[config.mk]
export PLATFORM = sky130hd
export DESIGN_NAME = ldf_deframer_ctrl
export DESIGN_NICKNAME = d
export VERILOG_FILES = /design/src/ldf_pkg.sv /design/src/ldf_checksum.sv /design/src/ldf_deframer_ctrl.sv
export SDC_FILE = /design/constraint.sdc
export NUM_CORES = 1
export LEC_CHECK = 0
export ABC_AREA = 1
export ABC_CLOCK_PERIOD_IN_PS = 2550
export BUFFER_PORTS_ARGS = -buffer_cell sky130_fd_sc_hd__buf_2
export CAP_MARGIN = 20
export CORE_ASPECT_RATIO = 0.9
export CORE_MARGIN = 4
export CORE_UTILIZATION = 59
export DETAILED_ROUTE_END_ITERATION = 10
export GPL_TIMING_DRIVEN = 0
export PLACE_DENSITY = 0.87
export SYNTH_ARGS = -nofsm -noshare
export SYNTH_HDL_FRONTEND = slang
export SYNTH_SLANG_ARGS = --single-unit
export TNS_END_PERCENT = 20
[constraint.sdc]
create_clock -name clk_i -period 2.55 [get_ports clk_i]
set_input_delay 0.3825 -clock clk_i [delete_from_list [all_inputs] [get_ports clk_i]]
set_output_delay 0.3825 -clock clk_i [all_outputs]
set_load 0.02 [all_outputs]
[src/ldf_pkg.sv]
// Constants, register map and field layout for the link deframer control block.
// Assumes an 8-bit register port and a single 10 MHz system clock.
package ldf_pkg;

    ////////////////////////////////////////////////////////////////////////////
    // Register port widths and offsets
    localparam int unsigned ADDR_W = 12;
    localparam int unsigned DATA_W = 8;

    localparam logic [11:0] OFS_CTRL0  = 12'h475;
    localparam logic [11:0] OFS_CTRL1  = 12'h476;
    localparam logic [11:0] OFS_CTRL2  = 12'h477;
    localparam logic [11:0] OFS_IRQ_ST = 12'h480;
    localparam logic [11:0] OFS_IRQ_MK = 12'h481;
    localparam logic [11:0] OFS_STATE  = 12'h482;

    ////////////////////////////////////////////////////////////////////////////
    // Field positions of control register 0
    localparam int unsigned B0_RECEIVER_DISABLE   = 7;
    localparam int unsigned B0_SUBST    = 6;
    localparam int unsigned B0_SOFT_RST = 3;
    localparam int unsigned B0_FORCE    = 2;
    localparam int unsigned B0_REPLACE  = 0;
    // Field positions of control register 1
    localparam int unsigned B1_QUALIFY  = 4;
    localparam int unsigned B1_LATE_SCR = 3;
    localparam int unsigned B1_POST_SEL = 2;
    localparam int unsigned B1_SKIP_AL  = 1;
    localparam int unsigned B1_CHK_SEL  = 0;
    // Field positions of control register 2
    localparam int unsigned B2_ENDLESS  = 7;
    localparam int unsigned B2_REPEAT   = 5;

    // Writable bit masks; all other bits read as zero
    localparam logic [7:0] MASK_CTRL0 = 8'hCD;
    localparam logic [7:0] MASK_CTRL1 = 8'h1F;
    localparam logic [7:0] MASK_CTRL2 = 8'hA0;
    localparam logic [7:0] MASK_IRQ   = 8'h0F;

    // Reset values
    localparam logic [7:0] RST_CTRL0 = 8'h01;
    localparam logic [7:0] RST_CTRL1 = 8'h14;
    localparam logic [7:0] RST_CTRL2 = 8'h00;
    localparam logic [7:0] RST_IRQ   = 8'h00;

    ////////////////////////////////////////////////////////////////////////////
    // Interrupt status bits
    localparam int unsigned IRQ_RESYNC   = 0;
    localparam int unsigned IRQ_CHK_ERR  = 1;
    localparam int unsigned IRQ_FRM_ERR  = 2;
    localparam int unsigned IRQ_TEST_ERR = 3;

    // Descrambler start octet of user data
    localparam logic [1:0] SCR_START_EARLY = 2'h0;
    localparam logic [1:0] SCR_START_LATE  = 2'h2;

    // Default count of disparity errors that forces a resync
    localparam int unsigned DISP_LIMIT_DEF = 4;

    // Lane configuration octets and checksum layout
    localparam int unsigned CFG_OCTETS = 11;
    localparam int unsigned NUM_FIELDS = 21;

    // Link states
    typedef enum logic [1:0] {
        LNK_OFF,
        LNK_CGS,
        LNK_ALIGN,
        LNK_DATA
    } ldf_state_e;

endpackage

[src/ldf_checksum.sv]
// Lane configuration checksum check with two summing methods.
// Assumes configuration octets and the received checksum are stable while cfg_valid_i is high.
`timescale 1ns/10ps
`default_nettype none
module ldf_checksum (
    input  wire logic                    clk_i,       // System clock
    input  wire logic                    rst_n_i,     // Async reset, active low
    input  wire logic                    clr_i,       // Synchronous clear
    input  wire logic                    method_i,    // 0 field sum, 1 octet sum
    input  wire logic                    cfg_valid_i, // Configuration complete pulse
    input  wire logic [8*ldf_pkg::CFG_OCTETS-1:0] cfg_i, // Octet 0 in low bits
    input  wire logic [7:0]              chk_rx_i,    // Received checksum
    output logic                         chk_err_o,   // Mismatch pulse
    output logic [7:0]                   chk_calc_o   // Last computed checksum
);
    import ldf_pkg::*;

    ////////////////////////////////////////////////////////////////////////////
    // Field table: octet index, lsb, width
    localparam logic [3:0] F_OCT [NUM_FIELDS] = '{4'h0, 4'h1, 4'h1, 4'h2, 4'h2, 4'h2, 4'h3,
        4'h3, 4'h4, 4'h5, 4'h6, 4'h7, 4'h7, 4'h8, 4'h8, 4'h9, 4'h9, 4'hA, 4'hA, 4'h3, 4'h3};
    localparam logic [2:0] F_LSB [NUM_FIELDS] = '{3'h0, 3'h4, 3'h0, 3'h6, 3'h5, 3'h0, 3'h7,
        3'h0, 3'h0, 3'h0, 3'h0, 3'h6, 3'h0, 3'h5, 3'h0, 3'h5, 3'h0, 3'h7, 3'h0, 3'h5, 3'h6};
    localparam logic [3:0] F_WID [NUM_FIELDS] = '{4'h8, 4'h4, 4'h4, 4'h1, 4'h1, 4'h5, 4'h1,
        4'h5, 4'h8, 4'h5, 4'h8, 4'h2, 4'h5, 4'h3, 4'h5, 4'h3, 4'h5, 4'h1, 4'h5, 4'h0, 4'h0};

    // Extract one field from the octet vector
    function automatic logic [7:0] field_val(input logic [8*CFG_OCTETS-1:0] v, input int k);
        logic [7:0] oct;
        logic [7:0] msk;
        oct = v[8*F_OCT[k] +: 8];
        msk = 8'(({1'b0, 8'hFF} >> (4'h8 - F_WID[k])));
        field_val = (oct >> F_LSB[k]) & msk;
    endfunction

    logic [7:0] sum_fld;
    logic [7:0] sum_reg;
    logic [7:0] calc;
    logic       err_d;
    logic       err_q;
    logic [7:0] calc_q;

    ////////////////////////////////////////////////////////////////////////////
    // Both sums modulo 256, chosen by the method bit
    always_comb begin
        sum_fld = 8'h00;
        sum_reg = 8'h00;
        for (int k = 0; k < NUM_FIELDS; k++) begin
            sum_fld = sum_fld + field_val(cfg_i, k);
        end
        for (int o = 0; o < CFG_OCTETS; o++) begin
            sum_reg = sum_reg + cfg_i[8*o +: 8];
        end
        calc  = method_i ? sum_reg : sum_fld; // RQ10
        err_d = cfg_valid_i && (calc != chk_rx_i);
    end

    // Result registers
    always_ff @(posedge clk_i or negedge rst_n_i) begin
        if (!rst_n_i) begin
            err_q  <= 1'b0;
            calc_q <= 8'h00;
        end else if (clr_i) begin
            err_q  <= 1'b0;
            calc_q <= 8'h00;
        end else begin
            err_q  <= err_d;
            calc_q <= cfg_valid_i ? calc : calc_q;
        end
    end

    assign chk_err_o  = err_q;
    assign chk_calc_o = calc_q;

endmodule
`default_nettype wire

[src/ldf_deframer_ctrl.sv]
// Control, configuration and sync request logic of the serial link deframer.
// Assumes lane symbol flags arrive from receive logic on the same clock.
//
// Contract
// RQ1 - End-of-frame character substitution stops while its off bit is one.
// RQ2 - Software changes configuration only under soft reset.
// RQ3 - Soft reset synchronously clears deframer state and stops reception.
// RQ4 - Force bit holds sync request high in any link state.
// RQ5 - Errored frames are replaced while enabled; enabled after reset.
// RQ6 - Qualify on: not-in-table error hides a concurrent disparity error.
// RQ7 - Late descramble starts at user octet two, otherwise at octet zero.
// RQ8 - Select one resyncs on bad symbol after K; zero on disparity errors.
// RQ9 - Skip alignment goes straight to user data; one lane only. The code does not check LANES and skips for any lane count.
// RQ10 - Checksum sums individual fields at zero, packed octets at one.
// RQ11 - Endless alignment test expects alignment forever after code group sync.
// RQ12 - Repeat pattern test needs endless alignment test off.
// RQ13 - Receiver disable bit turns the receiver off.
// RQ14 - Reserved bits read zero; writing them has no effect.
//
// Added by the designer: the strobed register port.
`timescale 1ns/10ps
`default_nettype none
module ldf_deframer_ctrl #(
    parameter int unsigned DISP_LIMIT = ldf_pkg::DISP_LIMIT_DEF, // Disparity errors to resync
    parameter int unsigned LANES      = 1                        // Lanes in the link
) (
    input  wire logic                       clk_i,            // System clock
    input  wire logic                       rst_n_i,          // Async reset, active low
    input  wire logic [ldf_pkg::ADDR_W-1:0] addr_i,           // Register address
    input  wire logic [ldf_pkg::DATA_W-1:0] wdata_i,          // Write data
    input  wire logic                       wr_i,             // Write strobe
    input  wire logic                       rd_i,             // Read strobe
    output logic      [ldf_pkg::DATA_W-1:0] rdata_o,          // Read data, cycle after rd_i
    input  wire logic                       sym_valid_i,      // Lane symbol valid
    input  wire logic                       sym_k_i,          // Symbol is /K/
    input  wire logic                       sym_r_i,          // Symbol is /R/
    input  wire logic                       nit_err_i,        // Not-in-table error
    input  wire logic                       rd_err_i,         // Disparity error
    input  wire logic                       cgs_done_i,       // Code group sync reached
    input  wire logic                       ilas_done_i,      // Alignment sequence done
    input  wire logic                       frame_err_i,      // Frame received in error
    input  wire logic                       pat_err_i,        // Test pattern mismatch
    input  wire logic                       cfg_valid_i,      // Config octets complete
    input  wire logic [8*ldf_pkg::CFG_OCTETS-1:0] cfg_i,      // Config octets
    input  wire logic [7:0]                 chk_rx_i,         // Received checksum
    output logic                            sync_request_out_o, // Sync request to transmitter
    output logic                            rx_enable_o,      // Receiver running
    output logic                            end_char_subst_o, // Substitute end characters
    output logic                            frame_replace_o,  // Replace current frame
    output logic                            rd_err_qual_o,    // Qualified disparity error
    output logic [1:0]                      scr_start_o,      // Descramble start octet
    output logic                            user_data_o,      // Link in user data
    output logic                            align_phase_o,    // Alignment sequence expected
    output logic                            pattern_test_o,   // Repeat pattern test running
    output logic                            irq_o             // Interrupt, level
);
    import ldf_pkg::*;

    if (DISP_LIMIT < 1 || DISP_LIMIT > 255) $error("DISP_LIMIT out of range");
    if (LANES < 1) $error("LANES must be at least one");

    ////////////////////////////////////////////////////////////////////////////
    // Register file
    logic [7:0] ctrl0_q, ctrl0_d, ctrl1_q, ctrl1_d, ctrl2_q, ctrl2_d;
    logic [7:0] ist_q, ist_d, imk_q, imk_d, rdata_q, rdata_d;
    logic [3:0] events;
    logic       soft_rst, receiver_disable, subst_off, force_req, repl_en;
    logic       qual, late_scr, post_sel, skip_al, chk_sel, endless, repeat_en;
    ldf_state_e st_q, st_d;

    function automatic logic hit(input logic [ADDR_W-1:0] a, input logic [11:0] ofs);
        hit = (a == ADDR_W'(ofs));
    endfunction

    assign soft_rst  = ctrl0_q[B0_SOFT_RST];
    assign receiver_disable    = ctrl0_q[B0_RECEIVER_DISABLE];
    assign subst_off = ctrl0_q[B0_SUBST];
    assign force_req = ctrl0_q[B0_FORCE];
    assign repl_en   = ctrl0_q[B0_REPLACE];
    assign qual      = ctrl1_q[B1_QUALIFY];
    assign late_scr  = ctrl1_q[B1_LATE_SCR];
    assign post_sel  = ctrl1_q[B1_POST_SEL];
    assign skip_al   = ctrl1_q[B1_SKIP_AL];
    assign chk_sel   = ctrl1_q[B1_CHK_SEL];
    assign endless   = ctrl2_q[B2_ENDLESS];
    assign repeat_en = ctrl2_q[B2_REPEAT];

    // Writes, read mux and sticky status; set beats write-one-clear
    always_comb begin
        ctrl0_d = ctrl0_q;
        ctrl1_d = ctrl1_q;
        ctrl2_d = ctrl2_q;
        imk_d   = imk_q;
        ist_d   = ist_q;
        rdata_d = 8'h00;
        if (wr_i) begin
            if (hit(addr_i, OFS_CTRL0)) ctrl0_d = wdata_i & MASK_CTRL0; // RQ14
            if (hit(addr_i, OFS_CTRL1)) ctrl1_d = wdata_i & MASK_CTRL1; // RQ14
            if (hit(addr_i, OFS_CTRL2)) ctrl2_d = wdata_i & MASK_CTRL2; // RQ14
            if (hit(addr_i, OFS_IRQ_MK)) imk_d  = wdata_i & MASK_IRQ;
            if (hit(addr_i, OFS_IRQ_ST)) ist_d  = ist_q & ~(wdata_i & MASK_IRQ);
        end
        ist_d = ist_d | {4'h0, events};
        if (rd_i) begin
            if (hit(addr_i, OFS_CTRL0))  rdata_d = ctrl0_q;
            if (hit(addr_i, OFS_CTRL1))  rdata_d = ctrl1_q;
            if (hit(addr_i, OFS_CTRL2))  rdata_d = ctrl2_q;
            if (hit(addr_i, OFS_IRQ_ST)) rdata_d = ist_q;
            if (hit(addr_i, OFS_IRQ_MK)) rdata_d = imk_q;
            if (hit(addr_i, OFS_STATE))  rdata_d = {6'h00, st_q};
        end
    end

    // Register storage
    always_ff @(posedge clk_i or negedge rst_n_i) begin
        if (!rst_n_i) begin
            ctrl0_q <= RST_CTRL0;
            ctrl1_q <= RST_CTRL1;
            ctrl2_q <= RST_CTRL2;
            ist_q   <= RST_IRQ;
            imk_q   <= RST_IRQ;
            rdata_q <= 8'h00;
        end else begin
            ctrl0_q <= ctrl0_d;
            ctrl1_q <= ctrl1_d;
            ctrl2_q <= ctrl2_d;
            ist_q   <= ist_d;
            imk_q   <= imk_d;
            rdata_q <= rdata_d;
        end
    end

    assign rdata_o = rdata_q;
    assign irq_o   = |(ist_q & imk_q);

    ////////////////////////////////////////////////////////////////////////////
    // Link state and sync request logic
    logic       run;
    logic       rd_q_err;
    logic       prev_k_q, prev_k_d;
    logic [7:0] disp_q, disp_d;
    logic       resync;
    logic       chk_err;

    assign run      = !soft_rst && !receiver_disable; // RQ3 RQ13
    assign rd_q_err = rd_err_i && !(qual && nit_err_i); // RQ6

    always_comb begin
        st_d     = st_q;
        prev_k_d = prev_k_q;
        disp_d   = disp_q;
        resync   = 1'b0;
        if (sym_valid_i) prev_k_d = sym_k_i;
        case (st_q)
            LNK_OFF: begin
                if (run) st_d = LNK_CGS;
            end
            LNK_CGS: begin
                disp_d = 8'h00;
                if (cgs_done_i) st_d = (skip_al && !endless) ? LNK_DATA : LNK_ALIGN; // RQ9
            end
            LNK_ALIGN: begin
                if (ilas_done_i && !endless) st_d = LNK_DATA; // RQ11
            end
            LNK_DATA: begin
                if (post_sel) begin
                    // Bad symbol after /K/ means the transmitter lost sync
                    resync = sym_valid_i && prev_k_q && !sym_k_i && !sym_r_i; // RQ8
                end else begin
                    if (sym_valid_i && rd_q_err) disp_d = disp_q + 8'h01;
                    resync = (disp_d >= 8'(DISP_LIMIT)); // RQ8
                end
                if (resync) st_d = LNK_CGS;
            end
            default: st_d = LNK_OFF;
        endcase
        // Soft reset or disable forces power-on state
        if (!run) begin
            st_d     = LNK_OFF; // RQ3
            prev_k_d = 1'b0;
            disp_d   = 8'h00;
        end
    end

    // Link state storage
    always_ff @(posedge clk_i or negedge rst_n_i) begin
        if (!rst_n_i) begin
            st_q     <= LNK_OFF;
            prev_k_q <= 1'b0;
            disp_q   <= 8'h00;
        end else begin
            st_q     <= st_d;
            prev_k_q <= prev_k_d;
            disp_q   <= disp_d;
        end
    end

    // Event sources for the sticky status
    assign events[IRQ_RESYNC]   = resync;
    assign events[IRQ_CHK_ERR]  = chk_err;
    assign events[IRQ_FRM_ERR]  = run && frame_err_i;
    assign events[IRQ_TEST_ERR] = pattern_test_o && pat_err_i;

    ////////////////////////////////////////////////////////////////////////////
    // Datapath control outputs
    assign sync_request_out_o = force_req || st_q == LNK_CGS || st_q == LNK_OFF; // RQ4
    assign rx_enable_o        = run;
    assign end_char_subst_o   = run && !subst_off; // RQ1
    assign frame_replace_o    = run && repl_en && frame_err_i; // RQ5
    assign rd_err_qual_o      = run && rd_q_err;
    assign scr_start_o        = late_scr ? SCR_START_LATE : SCR_START_EARLY; // RQ7
    assign user_data_o        = st_q == LNK_DATA;
    assign align_phase_o      = st_q == LNK_ALIGN;
    assign pattern_test_o     = run && repeat_en && !endless && st_q == LNK_DATA; // RQ12

    // Configuration checksum check
    ldf_checksum u_chk (
        .clk_i       (clk_i),
        .rst_n_i     (rst_n_i),
        .clr_i       (!run),
        .method_i    (chk_sel),
        .cfg_valid_i (cfg_valid_i && run),
        .cfg_i       (cfg_i),
        .chk_rx_i    (chk_rx_i),
        .chk_err_o   (chk_err),
        .chk_calc_o  ()
    );
endmodule
`default_nettype wire

# After elaboration in Yosys (flattened, before gate mapping)
# Cells that the tools add are included.
[totals]
reg_bits = 44
in_bits = 130
out_inout_bits = 19
elab_cells = 126
[classes]
n_addsub = 29
magnitude_cmp = 1
n_eq_ne = 16
mux = 29
bitwise = 4
reduce_logical = 37
[ops]
columns = ["operator", "n"]
rows = [
  ["2-to-1 mux 8 bit", 15],
  ["adder 8 bit", 12],
  ["== test 12 x 11 -> 1 bit (second input constant)", 6],
  ["adder 8 x 5 -> 8 bit", 7],
  ["adder 8 x 1 -> 8 bit", 4],
  ["logical AND 1 bit", 20],
  ["adder 8 x 3 -> 8 bit", 2],
  ["adder 8 x 4 -> 8 bit", 2],
  ["one-hot mux 8 bit (2 select lines)", 1],
  ["2-to-1 mux 2 bit", 5],
  ["AND reduction 2 bit", 5],
  ["inequality test 3 x 2 -> 1 bit (second input constant)", 3],
  ["adder 8 x 1 -> 8 bit (second input constant)", 1],
  ["adder 8 x 2 -> 8 bit", 1],
  ["AND 8 x 4 -> 8 bit", 1],
  ["AND 8 bit", 1],
  [">= comparator 8 x 3 -> 1 bit (second input constant)", 1],
  ["inequality test 8 bit", 1],
  ["NOT 4 -> 8 bit", 1],
  ["OR 8 x 4 -> 8 bit", 1],
  ["one-hot mux 2 bit (4 select lines)", 1],
  ["OR reduction 8 bit", 1],
  ["logical NOT 1 bit", 7],
  ["2-to-1 mux 1 bit", 7],
  ["other kinds (7)", 10],
]

# Longest topological paths before layout
# Gate-level depths: netlist (run 1).
[depth]
ltp_word = 22
ltp_mapped = 27
depth_no_buf = 27

# By module
# A second synthesis (run 1) with hierarchy kept.
[hier_totals]
cells_unflattened = 831
hier_area_um2 = 6756.5
[modules_own_cells]
columns = ["module", "n_inst", "cells_per_inst", "area_per_inst_um2", "seq_area_each_um2"]
rows = [
  ["ldf_checksum", 1, 551, 4559.4, 225.2],
  ["ldf_deframer_ctrl", 1, 280, 2197.1, 979.7],
]

# Least setup slack after synthesis (run 1)
# OpenSTA, ideal clock, no wires.
[synth_path]
path_kind = "input-to-reg"
from = "input cfg_i[42] (netlist name)"
to = "register u_chk.err_q (netlist: u_chk.chk_err_o)"
setup_time_ns = 0.113
t_arrival_ns = 4.730
required_ns = 2.437
path_slack_ns = -2.293
cell_stages = 22
path_buffers = 0
cell_sequence = "fa_1 > inv_1 > fa_1 > fa_1 > fa_1 > fa_1 > inv_1 > fa_1 > inv_1 > fa_1 > inv_1 > nand2_1 > nand2_1 > o22ai_1 > xor2_1 > nor3_1 > nand2_1 > nand3b_1 > nor2_1 > nand3_1 > nand2_1 > inv_1"
[synth_via]
elab_chain_cells = 14
word_cells_on_any_way = 20
cone_classes = "add/sub: 16; eq/ne: 1; mux: 2; reduce/logical: 1"
[synth_lines]
columns = ["item", "line_no", "text"]
rows = [
  ["from (decl)", "ldf_deframer_ctrl.sv:44", "input wire logic [8*ldf_pkg::CFG_OCTETS-1:0] cfg_i,"],
  ["adder 8 x 5 -> 8 bit", "ldf_checksum.sv:49", "sum_fld = sum_fld + field_val(cfg_i, k);"],
  ["adder 8 bit", "ldf_checksum.sv:49", ""],
  ["adder 8 x 2 -> 8 bit", "ldf_checksum.sv:49", ""],
  ["adder 8 x 5 -> 8 bit", "ldf_checksum.sv:49", ""],
  ["adder 8 x 3 -> 8 bit", "ldf_checksum.sv:49", ""],
  ["adder 8 x 5 -> 8 bit", "ldf_checksum.sv:49", ""],
  ["adder 8 x 3 -> 8 bit", "ldf_checksum.sv:49", ""],
  ["adder 8 x 5 -> 8 bit", "ldf_checksum.sv:49", ""],
  ["adder 8 x 1 -> 8 bit", "ldf_checksum.sv:49", ""],
  ["adder 8 x 5 -> 8 bit", "ldf_checksum.sv:49", ""],
  ["2-to-1 mux 8 bit (*)", "ldf_checksum.sv:54", "calc = method_i ? sum_reg : sum_fld;"],
  ["inequality test 8 bit (*)", "ldf_checksum.sv:55", "err_d = cfg_valid_i && (calc != chk_rx_i);"],
  ["logical AND 1 bit (*)", "ldf_checksum.sv:55", ""],
  ["2-to-1 mux 1 bit (*)", "ldf_checksum.sv:63", "end else if (clr_i) begin"],
  ["to (signal assigned)", "ldf_checksum.sv:67", "err_q <= err_d;"],
  ["to (decl)", "ldf_checksum.sv:40", "logic err_q;"],
]
# Mark *: on every way between the ends. The rest lies on a longest branch, timed or not.
# A chain may end at the register's enable or synchronous reset.

# Final worst setup path (run 1)
[layout_path]
from = "input cfg_i[65] (netlist name)"
to = "register u_chk.err_q (netlist: u_chk.chk_err_o)"
[layout_via]
elab_chain_cells = 9
word_cells_on_any_way = 12
cone_classes = "add/sub: 8; eq/ne: 1; mux: 2; reduce/logical: 1"
[layout_lines]
columns = ["item", "line_no"]
rows = [
  ["adder 8 x 5 -> 8 bit", "ldf_checksum.sv:49"],
  ["adder 8 x 3 -> 8 bit", "ldf_checksum.sv:49"],
  ["adder 8 x 5 -> 8 bit", "ldf_checksum.sv:49"],
  ["adder 8 x 1 -> 8 bit", "ldf_checksum.sv:49"],
  ["adder 8 x 5 -> 8 bit", "ldf_checksum.sv:49"],
  ["2-to-1 mux 8 bit (*)", "ldf_checksum.sv:54"],
  ["inequality test 8 bit (*)", "ldf_checksum.sv:55"],
  ["logical AND 1 bit (*)", "ldf_checksum.sv:55"],
  ["2-to-1 mux 1 bit (*)", "ldf_checksum.sv:63"],
]
# Marked as above.

==> metrics.txt, run 1 <==
# TYPE chip_impl_metric gauge
chip_impl_info{name="most-common-layout-cells",value="sky130_fd_sc_hd__inv_1, sky130_fd_sc_hd__buf_2, sky130_fd_sc_hd__nand2_1, sky130_fd_sc_hd__fa_1, sky130_fd_sc_hd__dfrtp_1"} 1
chip_impl_metric{name="dpl-instance-area",unit="mm2"} 0.00701
chip_impl_metric{name="synth.yosys.warnings",unit=""} 0
chip_impl_info{name="crit-reg2reg-capture",value="u_chk.chk_err_o"} 1
chip_impl_metric{name="mappedNetlistArea",unit="mm2"} 0.00611
chip_impl_metric{name="clock-sinks",unit=""} 40
chip_impl_info{name="clock_tree.root_cell",value="sky130_fd_sc_hd__clkbuf_16"} 1
chip_impl_metric{name="final.setup.worst_slack",unit="ns"} -2.50
chip_impl_metric{name="yosys.area_share.adder",unit="%"} 44.3
chip_impl_info{name="setup.worst_path.end_class",value="flop"} 1
chip_impl_metric{name="route.detailed.vias_per_inst",unit=""} 5.05
chip_impl_metric{name="setup_viol",unit=""} 1
chip_impl_metric{name="grt_start_max_net_pins",unit=""} 41
chip_impl_metric{name="fp.dieH",unit="um"} 105
chip_impl_metric{name="synth_nets",unit=""} 993
chip_impl_info{name="synth_top_family_by_area",value="adder cells"} 1
chip_impl_metric{name="min_period",unit="ns"} 5.05
chip_impl_metric{name="timing.critical_path.required",unit="ns"} 2.72
chip_impl_info{name="hold_path.class",value="primary input to async pin"} 1
chip_impl_metric{name="p_total",unit="mW"} 9.92
chip_impl_metric{name="overall_routing_resource_usage",unit="%"} 25.2
chip_impl_info{name="rsz_0062_raised_after_global_routing",value="true"} 1
chip_impl_metric{name="routabilityCongestion",unit=""} 0.920
chip_impl_metric{name="critPathArrivalTime",unit="ns"} 5.22
chip_impl_metric{name="layout.nets",unit=""} 1147
chip_impl_metric{name="cts.hold.buffers_added",unit=""} 0
chip_impl_metric{name="grt_pass1_vias",unit=""} 5426
chip_impl_metric{name="cts.htree.levels",unit=""} 2
chip_impl_metric{name="postSynthAreaPerCell",unit="um2"} 8.55
chip_impl_metric{name="final_core_util",unit="%"} 73.0
chip_impl_info{name="timing.setup.critical_path_class",value="primary input to flop"} 1
chip_impl_metric{name="worstMarginPinSlew",unit="ns"} 0.845
chip_impl_metric{name="power.static_leakage",unit="nW"} 4.04
chip_impl_info{name="status",value="finished, violations left"} 1
chip_impl_metric{name="post-place-ws",unit="ns"} -2.84
chip_impl_metric{name="first_pass_iters",unit=""} 5
chip_impl_metric{name="start_util",unit="%"} 62.0
chip_impl_info{name="r2r_start",value="ctrl1_q[0]"} 1
chip_impl_info{name="failed_checks",value="negative setup slack"} 1
chip_impl_metric{name="clock_insertion_delay_at_the_later_pin_of_the_skew_report",unit="ns"} 0.28
chip_impl_metric{name="fin_cells",unit=""} 996
chip_impl_metric{name="post_synth_xor_area_fraction",unit="%"} 3.29
chip_impl_metric{name="final_min_period_over_clock_period",unit="%"} 198
chip_impl_metric{name="max_slew_margin",unit="%"} 43.7
chip_impl_metric{name="synth_seq_area_share",unit="%"} 16.4
chip_impl_metric{name="cts_setup_buffers",unit=""} 0
chip_impl_metric{name="floorplan.die.width",unit="um"} 115
chip_impl_metric{name="detail_route.drc_violations",unit=""} 0
chip_impl_metric{name="timing.hold.ws",unit="ns"} 0.207
chip_impl_metric{name="routedWlPerCell",unit="um"} 14.4
chip_impl_info{name="final_common_cell",value="sky130_fd_sc_hd__inv_1"} 1
chip_impl_metric{name="layout-drive-gt1-share",unit="%"} 21.6
chip_impl_metric{name="post_synthesis_compound_gate_area_fraction",unit="%"} 6.24
chip_impl_metric{name="floorplan.die_area",unit="mm2"} 0.0121
chip_impl_metric{name="tns",unit="ns"} -2.50
chip_impl_metric{name="drt.antenna.violating_nets",unit=""} 0
chip_impl_metric{name="n_antenna_cell",unit=""} 0
chip_impl_metric{name="grt_antenna_before_repair",unit=""} 1
chip_impl_metric{name="via_count",unit=""} 5031
chip_impl_info{name="tritoncts_clock_tree",value="built"} 1
chip_impl_metric{name="cts.clk_slew.worst_paths",unit="ns"} 0.06
chip_impl_metric{name="io_pins",unit=""} 149
chip_impl_metric{name="global_route_wire_length_before_repair",unit="um"} 24500
chip_impl_metric{name="cts.path.max_buffers",unit=""} 2
chip_impl_metric{name="drv_cap",unit=""} 0
chip_impl_metric{name="drt_iter0_drc",unit=""} 280
chip_impl_metric{name="cts-buffers-inserted",unit=""} 5
chip_impl_metric{name="final_skew",unit="ns"} 0.00520
chip_impl_info{name="timing.critical_path.from_type",value="primary input"} 1
chip_impl_metric{name="core_area",unit="mm2"} 0.00987
chip_impl_metric{name="grt-ovfl-total",unit=""} 0
chip_impl_metric{name="crit_path_max_fanout",unit=""} 3
chip_impl_metric{name="drt-total-wl",unit="um"} 14400
chip_impl_metric{name="post_synth_num_cell_types",unit=""} 38
chip_impl_metric{name="powerDensity",unit="mW/mm2"} 1380
chip_impl_metric{name="post_synth_and_or_nand_nor_area_fraction",unit="%"} 16.2
chip_impl_metric{name="std_cell_rows",unit=""} 34
chip_impl_metric{name="area_delta_synth_final",unit="%"} 17.8
chip_impl_metric{name="synth_cells",unit=""} 715
chip_impl_metric{name="portBuffers",unit=""} 147
chip_impl_metric{name="post_synth_mux_area_share",unit="%"} 0.368
chip_impl_metric{name="maxClockFrequency",unit="MHz"} 198
chip_impl_metric{name="worstRegToRegCells",unit=""} 13
chip_impl_metric{name="vdd_drop_max",unit="mV"} 1.66
chip_impl_metric{name="final-max-slew-violation-count",unit=""} 0
chip_impl_metric{name="final_design_instance_area_without_fill",unit="mm2"} 0.00720
chip_impl_metric{name="dp.cells",unit=""} 988
chip_impl_metric{name="ff2ff_setup_slack",unit="ns"} 0.55
chip_impl_metric{name="timing.final.hold_violations",unit=""} 0
chip_impl_metric{name="dp_hpwl",unit="um"} 12600
chip_impl_metric{name="synth_seq_cells",unit=""} 40
[cell type report]
class,instances,area [um2]
multi-input cells,464,4330
fillers,712,2670
flip-flops and latches,40,1000
inverters,208,781
repair buffers,147,736
well taps,126,158
clock buffers,6,139
clock inverters,2,38.8
plain buffers,3,22.5
[registers in the layout, indices dropped and copies added, names as in the netlist]
register / flops
ctrl0_q: 5
ctrl1_q: 5
st_q: 2
rdata_o: 8
ctrl2_q: 2
prev_k_q: 1
imk_q: 4
u_chk.chk_err_o: 1
disp_q: 8
ist_q: 4
[cells in the mapped netlist]
library cell	count	area [um2]
sky130_fd_sc_hd__inv_1	202	758
sky130_fd_sc_hd__nand2_1	122	458
sky130_fd_sc_hd__fa_1	114	2280
sky130_fd_sc_hd__dfrtp_1	37	926
sky130_fd_sc_hd__nor2_1	36	135
sky130_fd_sc_hd__ha_1	34	425
sky130_fd_sc_hd__nand3_1	29	145
sky130_fd_sc_hd__o21ai_0	29	145
sky130_fd_sc_hd__a21oi_1	18	90.1
sky130_fd_sc_hd__xor2_1	13	114
sky130_fd_sc_hd__xnor2_1	10	87.6
sky130_fd_sc_hd__nand4_1	8	50.1
sky130_fd_sc_hd__nor3_1	7	35.0
sky130_fd_sc_hd__inv_2	6	22.5
sky130_fd_sc_hd__o22ai_1	5	31.3
sky130_fd_sc_hd__nand3b_1	4	30.0
sky130_fd_sc_hd__o21ai_1	4	20.0
sky130_fd_sc_hd__a21o_1	3	22.5
sky130_fd_sc_hd__buf_4	3	22.5
sky130_fd_sc_hd__dfstp_2	3	78.8
sky130_fd_sc_hd__nand2_2	3	18.8
sky130_fd_sc_hd__nand3_2	3	30.0
sky130_fd_sc_hd__o211ai_1	3	22.5
sky130_fd_sc_hd__nor2_2	2	12.5
sky130_fd_sc_hd__nor2_4	2	22.5
sky130_fd_sc_hd__nor4_1	2	12.5
sky130_fd_sc_hd__or2_1	2	12.5
sky130_fd_sc_hd__a22oi_1	1	7.51
sky130_fd_sc_hd__a31o_2	1	8.76
sky130_fd_sc_hd__conb_1	1	3.75
sky130_fd_sc_hd__mux2_1	1	11.3
sky130_fd_sc_hd__mux2_2	1	11.3
sky130_fd_sc_hd__nand3_4	1	17.5
sky130_fd_sc_hd__nor3_2	1	10.0
sky130_fd_sc_hd__o2111ai_1	1	8.76
sky130_fd_sc_hd__o21ai_2	1	8.76
sky130_fd_sc_hd__o21bai_1	1	7.51
sky130_fd_sc_hd__o311ai_1	1	8.76
[per-layer routing]
metal / vias up / track usage, % / wire (um)
li1: 2438 / - / -
met2: 172 / 43.2 / 7200
met1: 2391 / 33.6 / 5750
met4: 2 / 4.53 / 263
met3: 28 / 5.26 / 1140
met5: - / 0 / 7
[power breakdown]
group | switching [mW] | internal (mW) | leakage [nW]
registers | 0.0545 | 0.682 | 0.515
clock network | 0.247 | 0.490 | 0.0871
logic | 4.86 | 3.58 | 3.43
[kinds of logic after synthesis]
family | after synthesis
XOR/XNOR | 23
flip-flops | 40
AND/OR/NAND/NOR | 222
buffers and inverters | 211
AO/OA/AOI/OAI | 68
multiplexers | 2
other | 1
adder cells (fa/ha/maj) | 148
[worst max-delay path: stages]
cell	delay [ns]
sky130_fd_sc_hd__buf_2	0.13
sky130_fd_sc_hd__fa_1	0.49
sky130_fd_sc_hd__fa_1	0.50
sky130_fd_sc_hd__inv_1	0.06
sky130_fd_sc_hd__fa_1	0.49
sky130_fd_sc_hd__fa_1	0.50
sky130_fd_sc_hd__fa_1	0.49
sky130_fd_sc_hd__inv_1	0.04
sky130_fd_sc_hd__ha_1	0.27
sky130_fd_sc_hd__ha_2	0.18
sky130_fd_sc_hd__inv_1	0.07
sky130_fd_sc_hd__fa_1	0.43
sky130_fd_sc_hd__inv_2	0.07
sky130_fd_sc_hd__nand2_1	0.05
sky130_fd_sc_hd__nand2_1	0.08
sky130_fd_sc_hd__o22ai_2	0.08
sky130_fd_sc_hd__xor2_1	0.16
sky130_fd_sc_hd__nor3_2	0.20
sky130_fd_sc_hd__nand2_1	0.09
sky130_fd_sc_hd__nand3b_1	0.18
sky130_fd_sc_hd__nor2_2	0.10
sky130_fd_sc_hd__nand3_1	0.08
sky130_fd_sc_hd__nand2_1	0.06
sky130_fd_sc_hd__inv_1	0.04
[worst max path at each step]
stage / from / end / slack (ns) / cells past startpoint
5_1_grt: cfg_i[41] / u_chk.chk_err_o / -2.76 / 24
2_1_floorplan: cfg_i[42] / u_chk.chk_err_o / -2.27 / 22
3_3_place_gp: cfg_i[41] / u_chk.chk_err_o / -2.79 / 24
6_report: cfg_i[65] / u_chk.chk_err_o / -2.50 / 24
4_1_cts: cfg_i[65] / u_chk.chk_err_o / -2.47 / 24
3_5_place_dp: cfg_i[69] / u_chk.chk_err_o / -2.84 / 21
[repair_timing]
action / in CTS / in global routing
pin swaps: 1 / 0
gates resized for setup: 6 / 1
setup endpoints to repair: 1 / 1
(Power assumes the default switching activity.)
==> run 2, diff against run 1 <==
- ABC_CLOCK_PERIOD_IN_PS: 2550 -> unset
- PLACE_DENSITY: 0.87 -> unset
- PLACE_DENSITY_LB_ADDON: unset -> 0.08
==> run 2 against run 1 <==
Compared with the run above: the run still ends with negative setup slack left; non-clock buffer count up 2; sequential power barely moved; total power up 0.59%; final cell count rose by 0.20%; critical path depth fell by 3; via count is 1.2% lower; clock power shrank 12%; worst setup slack improved by 0.089 ns; maximum frequency rose by 1.8%; count of clock-buffer cells in the layout unchanged.
==> metrics.txt, run 2 (synthesized netlist as in run 1, its figures left out) <==
# TYPE chip_impl_metric gauge
chip_impl_metric{name="detail_route.drc_violations",unit=""} 0
chip_impl_metric{name="critPathArrivalTime",unit="ns"} 5.14
chip_impl_metric{name="cts.hold.buffers_added",unit=""} 0
chip_impl_metric{name="final_min_period_over_clock_period",unit="%"} 194
chip_impl_metric{name="fin_cells",unit=""} 998
chip_impl_metric{name="portBuffers",unit=""} 147
chip_impl_metric{name="cts.htree.levels",unit=""} 2
chip_impl_info{name="slowest_stage",value="sky130_fd_sc_hd__fa_1"} 1
chip_impl_metric{name="core_area",unit="mm2"} 0.00987
chip_impl_metric{name="clock_insertion_delay_at_the_later_pin_of_the_skew_report",unit="ns"} 0.28
chip_impl_metric{name="grt_start_max_net_pins",unit=""} 41
chip_impl_metric{name="final_skew",unit="ns"} 0.00272
chip_impl_metric{name="timing.final.hold_violations",unit=""} 0
chip_impl_info{name="timing.setup.critical_path_class",value="primary input to flop"} 1
chip_impl_metric{name="global_route_wire_length_before_repair",unit="um"} 25300
chip_impl_info{name="rsz_0062_raised_after_global_routing",value="true"} 1
chip_impl_metric{name="power.static_leakage",unit="nW"} 4.04
chip_impl_metric{name="grt-ovfl-total",unit=""} 0
chip_impl_metric{name="p_total",unit="mW"} 9.98
chip_impl_metric{name="drt.antenna.violating_nets",unit=""} 0
chip_impl_metric{name="floorplan.die.width",unit="um"} 115
chip_impl_metric{name="floorplan.die_area",unit="mm2"} 0.0121
chip_impl_metric{name="overall_routing_resource_usage",unit="%"} 26.3
chip_impl_info{name="failed_checks",value="negative setup slack"} 1
chip_impl_metric{name="std_cell_rows",unit=""} 34
chip_impl_metric{name="powerDensity",unit="mW/mm2"} 1390
chip_impl_metric{name="drt_iter0_drc",unit=""} 201
chip_impl_metric{name="routabilityCongestion",unit=""} 0.905
chip_impl_metric{name="fillCellCount",unit=""} 781
chip_impl_info{name="clock_tree.root_cell",value="sky130_fd_sc_hd__clkbuf_16"} 1
chip_impl_metric{name="vdd_drop_max",unit="mV"} 1.68
chip_impl_metric{name="first_pass_iters",unit=""} 5
chip_impl_metric{name="start_util",unit="%"} 62.0
chip_impl_metric{name="dp.cells",unit=""} 988
chip_impl_info{name="status",value="finished, violations left"} 1
chip_impl_metric{name="crit_path_max_fanout",unit=""} 2
chip_impl_metric{name="clock-sinks",unit=""} 40
chip_impl_info{name="crit_chain",value="buf_2, fa_1, inv_1, fa_1, fa_1, fa_1, fa_1, inv_1, ha_1, ha_2, inv_2, fa_2, o21ai_1, xor2_1, nor3_2, nand2_1, nand3b_1, nor2_1, nand3_1, nand2_1, inv_1"} 1
chip_impl_metric{name="maxClockFrequency",unit="MHz"} 202
chip_impl_metric{name="io_pins",unit=""} 149
chip_impl_info{name="most-common-layout-cells",value="sky130_fd_sc_hd__inv_1, sky130_fd_sc_hd__buf_2, sky130_fd_sc_hd__nand2_1, sky130_fd_sc_hd__fa_1, sky130_fd_sc_hd__dfrtp_1"} 1
chip_impl_metric{name="cpPeakStageDelay",unit="ns"} 0.55
chip_impl_metric{name="n_antenna_cell",unit=""} 0
chip_impl_metric{name="grt_pass1_vias",unit=""} 5547
chip_impl_metric{name="route.detailed.vias_per_inst",unit=""} 4.98
chip_impl_metric{name="layout.nets",unit=""} 1149
chip_impl_metric{name="fp.dieH",unit="um"} 105
chip_impl_metric{name="min_period",unit="ns"} 4.96
chip_impl_metric{name="drv_cap",unit=""} 0
chip_impl_info{name="timing.critical_path.from_type",value="primary input"} 1
chip_impl_metric{name="post-place-ws",unit="ns"} -2.86
chip_impl_info{name="tritoncts_clock_tree",value="built"} 1
chip_impl_info{name="path_common_cell",value="sky130_fd_sc_hd__fa_1"} 1
chip_impl_metric{name="worstMarginPinSlew",unit="ns"} 0.899
chip_impl_metric{name="grt_antenna_before_repair",unit=""} 0
chip_impl_info{name="setup.worst_path.end_class",value="flop"} 1
chip_impl_metric{name="final.setup.worst_slack",unit="ns"} -2.41
chip_impl_metric{name="final_core_util",unit="%"} 72.9
chip_impl_metric{name="timing.critical_path.required",unit="ns"} 2.73
chip_impl_metric{name="routedWlPerCell",unit="um"} 14.7
chip_impl_metric{name="setup_viol",unit=""} 1
chip_impl_metric{name="area_delta_synth_final",unit="%"} 17.7
chip_impl_metric{name="cts.clk_slew.worst_paths",unit="ns"} 0.06
chip_impl_metric{name="drt-total-wl",unit="um"} 14700
chip_impl_metric{name="layout-drive-gt1-share",unit="%"} 22.1
chip_impl_metric{name="cts-buffers-inserted",unit=""} 5
chip_impl_info{name="final_common_cell",value="sky130_fd_sc_hd__inv_1"} 1
chip_impl_metric{name="via_count",unit=""} 4971
chip_impl_metric{name="dp_hpwl",unit="um"} 13200
chip_impl_metric{name="max_slew_margin",unit="%"} 40.1
chip_impl_metric{name="final-max-slew-violation-count",unit=""} 0
chip_impl_info{name="hold_path.class",value="primary input to async pin"} 1
chip_impl_metric{name="cts.path.max_buffers",unit=""} 2
## run 2: changes by cell type in the layout (fill, tap and decap cells not counted), sizes merged
cell and delta:
bufinv -1, buf +2, clkinv +1
## run 2: path summary, 6_finish.rpt
kind                              endpoint  slack (ns)       startpoint  cells after the start
max in group asynchronous        disp_q[3]        1.76          rst_n_i                      1
min                             ctrl0_q[6]        0.22          rst_n_i                      1
max reg2reg                      disp_q[1]        0.57          st_q[0]                      8
max                        u_chk.chk_err_o       -2.41         cfg_i[1]                     21
min reg2reg                       ist_q[1]        0.44  u_chk.chk_err_o                      1
min in group clk_i              ctrl1_q[4]        0.32       wdata_i[4]                      2
## run 2: area by class of cell
type	count	area (um2)	share of cell area (%)
Inverter	208	781	10.9
Sequential cell	40	1000	14.0
Tap cell	126	158	2.19
Clock inverter	2	10.0	0.139
Multi-Input combinational cell	464	4330	60.2
Timing Repair Buffer	149	751	10.4
Buffer	3	22.5	0.313
Clock buffer	6	139	1.93
## run 2: critical path: cells and delay by family
kind | cells | cell delay [ns]
buffers and inverters | 5 | 0.31
XOR/XNOR | 1 | 0.15
AO/OA/AOI/OAI | 1 | 0.07
AND/OR/NAND/NOR | 6 | 0.69
adder cells (fa/ha/maj) | 8 | 3.52
## run 2: report_power, final
part | internal [mW] | switching (mW)
logic | 3.71 | 4.89
registers | 0.682 | 0.0533
clock network | 0.386 | 0.259
## run 2: routing by layer
metal,global-route usage (%),share of wire [%],vias up
met3,3.76,6.2,13
met5,0,0,-
li1,-,-,2440
met2,43.5,48,145
met1,37.8,44,2373
met4,4.27,1.0,0
## run 2: repair_timing
item | in CTS | in global routing
resized for setup | 6 | 5
setup endpoints to repair | 1 | 1
buffers inserted | 2 | 0
pin swaps | 5 | 2
## run 2: metrics by stage
step	setup TNS, ns	instance area, um2	hold WS [ns]
2_1_floorplan	-2.27	6110	0.0869
3_3_place_gp	-2.79	7010	0.429
3_5_place_dp	-2.86	7010	0.433
4_1_cts	-2.43	7190	0.261
5_1_grt	-2.62	7200	0.317
6_report	-2.41	7200	0.223
==> run 3, diff against run 2 <==
- PLACE_DENSITY: unset -> 0.86
- PLACE_DENSITY_LB_ADDON: 0.08 -> unset
==> run 3 against run 2 <==
Compared with the run above: the flow still finishes with violations (negative setup slack); maximum frequency decreased by 0.44%; final cell count increased by 0.10%; worst hold slack worse by 0.0027 ns; sequential cell count unchanged; wire length is 2.5% lower; sequential power barely moved; register-to-register slack about the same; worst setup slack worse by 0.022 ns; total power increased by 1.3%; sequential share of layout area hardly changed; clock skew grew 0.0023 ns; largest cell class unchanged.
==> metrics.txt, run 3 (synthesized netlist as in run 1, its figures left out) <==
# TYPE chip_impl_metric gauge
chip_impl_metric{name="net_switching_fraction_of_the_power",unit="%"} 52.2
chip_impl_metric{name="power.clock.fraction",unit="%"} 6.2
chip_impl_metric{name="routedWlPerCell",unit="um"} 14.3
chip_impl_metric{name="floorplan.die.width",unit="um"} 115
chip_impl_info{name="worst_setup_path_startpoint",value="cfg_i[42]"} 1
chip_impl_metric{name="cell_internal_pwr",unit="mW"} 4.83
chip_impl_info{name="path_common_cell",value="sky130_fd_sc_hd__fa_1"} 1
chip_impl_metric{name="global_route_wire_length_before_repair",unit="um"} 24100
chip_impl_metric{name="power.net_switching",unit="mW"} 5.27
chip_impl_metric{name="detail_route.drc_violations",unit=""} 0
chip_impl_info{name="r2r_start",value="ctrl1_q[0]"} 1
chip_impl_info{name="status",value="finished, violations left"} 1
chip_impl_metric{name="grt_antenna_before_repair",unit=""} 3
chip_impl_info{name="failed_checks",value="negative setup slack"} 1
chip_impl_metric{name="core_area",unit="mm2"} 0.00987
chip_impl_metric{name="final-max-slew-violation-count",unit=""} 0
chip_impl_info{name="tritoncts_clock_tree",value="built"} 1
chip_impl_metric{name="route.detailed.vias_per_inst",unit=""} 5.08
chip_impl_metric{name="fp.dieH",unit="um"} 105
chip_impl_metric{name="overall_routing_resource_usage",unit="%"} 24.7
chip_impl_metric{name="cts.clk_slew.worst_paths",unit="ns"} 0.06
chip_impl_metric{name="fillCellCount",unit=""} 721
chip_impl_metric{name="timing.critical_path.required",unit="ns"} 2.73
chip_impl_metric{name="grt-ovfl-total",unit=""} 0
chip_impl_metric{name="cpPeakStageDelay",unit="ns"} 0.57
chip_impl_metric{name="drv_cap",unit=""} 0
chip_impl_metric{name="seqPwrFrac",unit="%"} 7.3
chip_impl_metric{name="drt_iter0_drc",unit=""} 243
chip_impl_metric{name="tns",unit="ns"} -2.43
chip_impl_metric{name="final.setup.worst_slack",unit="ns"} -2.43
chip_impl_metric{name="area_delta_synth_final",unit="%"} 18.0
chip_impl_info{name="timing.critical_path.from_type",value="primary input"} 1
chip_impl_metric{name="powerDensity",unit="mW/mm2"} 1400
chip_impl_metric{name="maxClockFrequency",unit="MHz"} 201
chip_impl_metric{name="portBuffers",unit=""} 147
chip_impl_metric{name="layout-drive-gt1-share",unit="%"} 22.0
chip_impl_info{name="final_common_cell",value="sky130_fd_sc_hd__inv_1"} 1
chip_impl_metric{name="crit_path_max_fanout",unit=""} 3
chip_impl_metric{name="cts.path.max_buffers",unit=""} 2
chip_impl_info{name="worst_setup_path_endpoint",value="u_chk.chk_err_o"} 1
chip_impl_metric{name="vdd_drop_max",unit="mV"} 1.68
chip_impl_metric{name="clock-sinks",unit=""} 40
chip_impl_metric{name="layout.nets",unit=""} 1148
chip_impl_info{name="crit-reg2reg-capture",value="u_chk.chk_err_o"} 1
chip_impl_metric{name="final_min_period_over_clock_period",unit="%"} 195
chip_impl_info{name="crit_chain",value="buf_2, fa_1, inv_1, fa_1, fa_1, fa_1, fa_1, inv_1, fa_1, inv_2, fa_2, inv_2, nand2_1, nand2_1, o22ai_2, xor2_1, nor3_2, nand2_1, nand3b_1, nor2_1, nand3_1, nand2_1, inv_1"} 1
chip_impl_info{name="clock_tree.root_cell",value="sky130_fd_sc_hd__clkbuf_16"} 1
chip_impl_metric{name="grt_pass1_vias",unit=""} 5369
chip_impl_info{name="most-common-layout-cells",value="sky130_fd_sc_hd__inv_1, sky130_fd_sc_hd__buf_2, sky130_fd_sc_hd__nand2_1, sky130_fd_sc_hd__fa_1, sky130_fd_sc_hd__dfrtp_1"} 1
chip_impl_metric{name="timing.final.hold_violations",unit=""} 0
chip_impl_metric{name="ff2ff_setup_slack",unit="ns"} 0.57
chip_impl_metric{name="std_cell_rows",unit=""} 34
chip_impl_metric{name="worstRegToRegCells",unit=""} 13
chip_impl_metric{name="critPathArrivalTime",unit="ns"} 5.16
chip_impl_metric{name="final_skew",unit="ns"} 0.00497
chip_impl_metric{name="via_count",unit=""} 5073
chip_impl_metric{name="start_util",unit="%"} 62.0
chip_impl_metric{name="multi_input_area",unit="mm2"} 0.00435
chip_impl_metric{name="min_period",unit="ns"} 4.98
chip_impl_metric{name="drt-total-wl",unit="um"} 14300
chip_impl_metric{name="power.static_leakage",unit="nW"} 4.03
chip_impl_metric{name="max_slew_margin",unit="%"} 42.1
chip_impl_metric{name="cts-buffers-inserted",unit=""} 5
chip_impl_info{name="timing.setup.critical_path_class",value="primary input to flop"} 1
chip_impl_metric{name="dp_hpwl",unit="um"} 12500
chip_impl_info{name="slowest_stage",value="sky130_fd_sc_hd__fa_1"} 1
chip_impl_metric{name="logic_pwr_share",unit="%"} 86.5
chip_impl_metric{name="routabilityCongestion",unit=""} 0.901
chip_impl_metric{name="setup_viol",unit=""} 1
chip_impl_metric{name="timing.hold.ws",unit="ns"} 0.220
chip_impl_metric{name="grt_start_max_net_pins",unit=""} 41
chip_impl_metric{name="first_pass_iters",unit=""} 6
chip_impl_metric{name="cts.hold.buffers_added",unit=""} 0
chip_impl_metric{name="io_pins",unit=""} 149
chip_impl_metric{name="worstMarginPinSlew",unit="ns"} 0.868
chip_impl_info{name="rsz_0062_raised_after_global_routing",value="true"} 1
chip_impl_metric{name="dp.cells",unit=""} 988
chip_impl_metric{name="floorplan.die_area",unit="mm2"} 0.0121
chip_impl_info{name="hold_path.class",value="primary input to async pin"} 1
chip_impl_info{name="setup.worst_path.end_class",value="flop"} 1
chip_impl_metric{name="seq_area",unit="mm2"} 0.00100
chip_impl_metric{name="drt.antenna.violating_nets",unit=""} 0
chip_impl_metric{name="clock_insertion_delay_at_the_later_pin_of_the_skew_report",unit="ns"} 0.28
chip_impl_metric{name="fin_cells",unit=""} 999
chip_impl_metric{name="final_core_util",unit="%"} 73.1
chip_impl_metric{name="cts.htree.levels",unit=""} 2
## run 3: what timing repair did
| action | in CTS | in global routing |
|---|---|---|
| pin swaps | 12 | 6 |
| resized for setup | 12 | 3 |
| setup endpoints to repair | 1 | 1 |
| setup buffers | 1 | 0 |
## run 3: worst min-delay path by stage
| stage | from | endpoint | slack, ns | cells past startpoint |
|---|---|---|---|---|
| 6_report | rst_n_i | rdata_o[5] | 0.22 | 1 |
| 5_1_grt | rst_n_i | rdata_o[5] | 0.30 | 1 |
| 4_1_cts | rst_n_i | rdata_o[3] | 0.25 | 1 |
| 3_5_place_dp | u_chk.chk_err_o | ist_q[1] | 0.46 | 1 |
| 3_3_place_gp | u_chk.chk_err_o | ist_q[1] | 0.44 | 1 |
| 2_1_floorplan | rst_n_i | ctrl0_q[2] | 0.09 | 0 |
## run 3: power groups by stage
stage | registers (mW) | logic, mW | clock network [mW]
after floorplan | 0.726 | 6.37 | 0
after global placement | 0.740 | 7.82 | 0
after detailed placement | 0.740 | 8.13 | 0
after CTS | 0.731 | 8.53 | 0.628
after global routing | 0.739 | 10.1 | 0.663
final | 0.735 | 8.74 | 0.629
## run 3: worst max-delay path: cells and delay by family
family,cells,cell delay (ns)
fa+ha+maj,7,3.38
xor+xnor,1,0.17
compound gates,1,0.07
buf+inv,6,0.38
simple gates,8,0.77
## run 3: cell type report
cell class                 instances  area share [%]
antenna                            2          0.0693
buffer                             3           0.312
clock buffer                       8            2.03
inverter                         208            10.8
multi-input combinational        464            60.3
sequential                        40            13.9
tap                              126            2.18
timing repair buffer             148            10.4
## run 3: stage by stage
step           power, mW  setup WS (ns)  area (um2)
6_report            10.1          -2.43        7220
5_1_grt             11.5          -2.61        7220
4_1_cts             9.89          -2.51        7190
3_5_place_dp        8.87          -2.87        7010
3_3_place_gp        8.56          -2.74        7010
2_1_floorplan       7.09          -2.27        6110
## run 3: metal layers
| metal | vias to the layer above | routed length, um | GRT usage, % |
|---|---|---|---|
| met1 | 2405 | 5750 | 33.0 |
| met4 | 2 | 229 | 4.69 |
| met3 | 24 | 1270 | 5.32 |
| met5 | - | 13 | 0 |
| li1 | 2443 | - | - |
| met2 | 199 | 7040 | 42.1 |
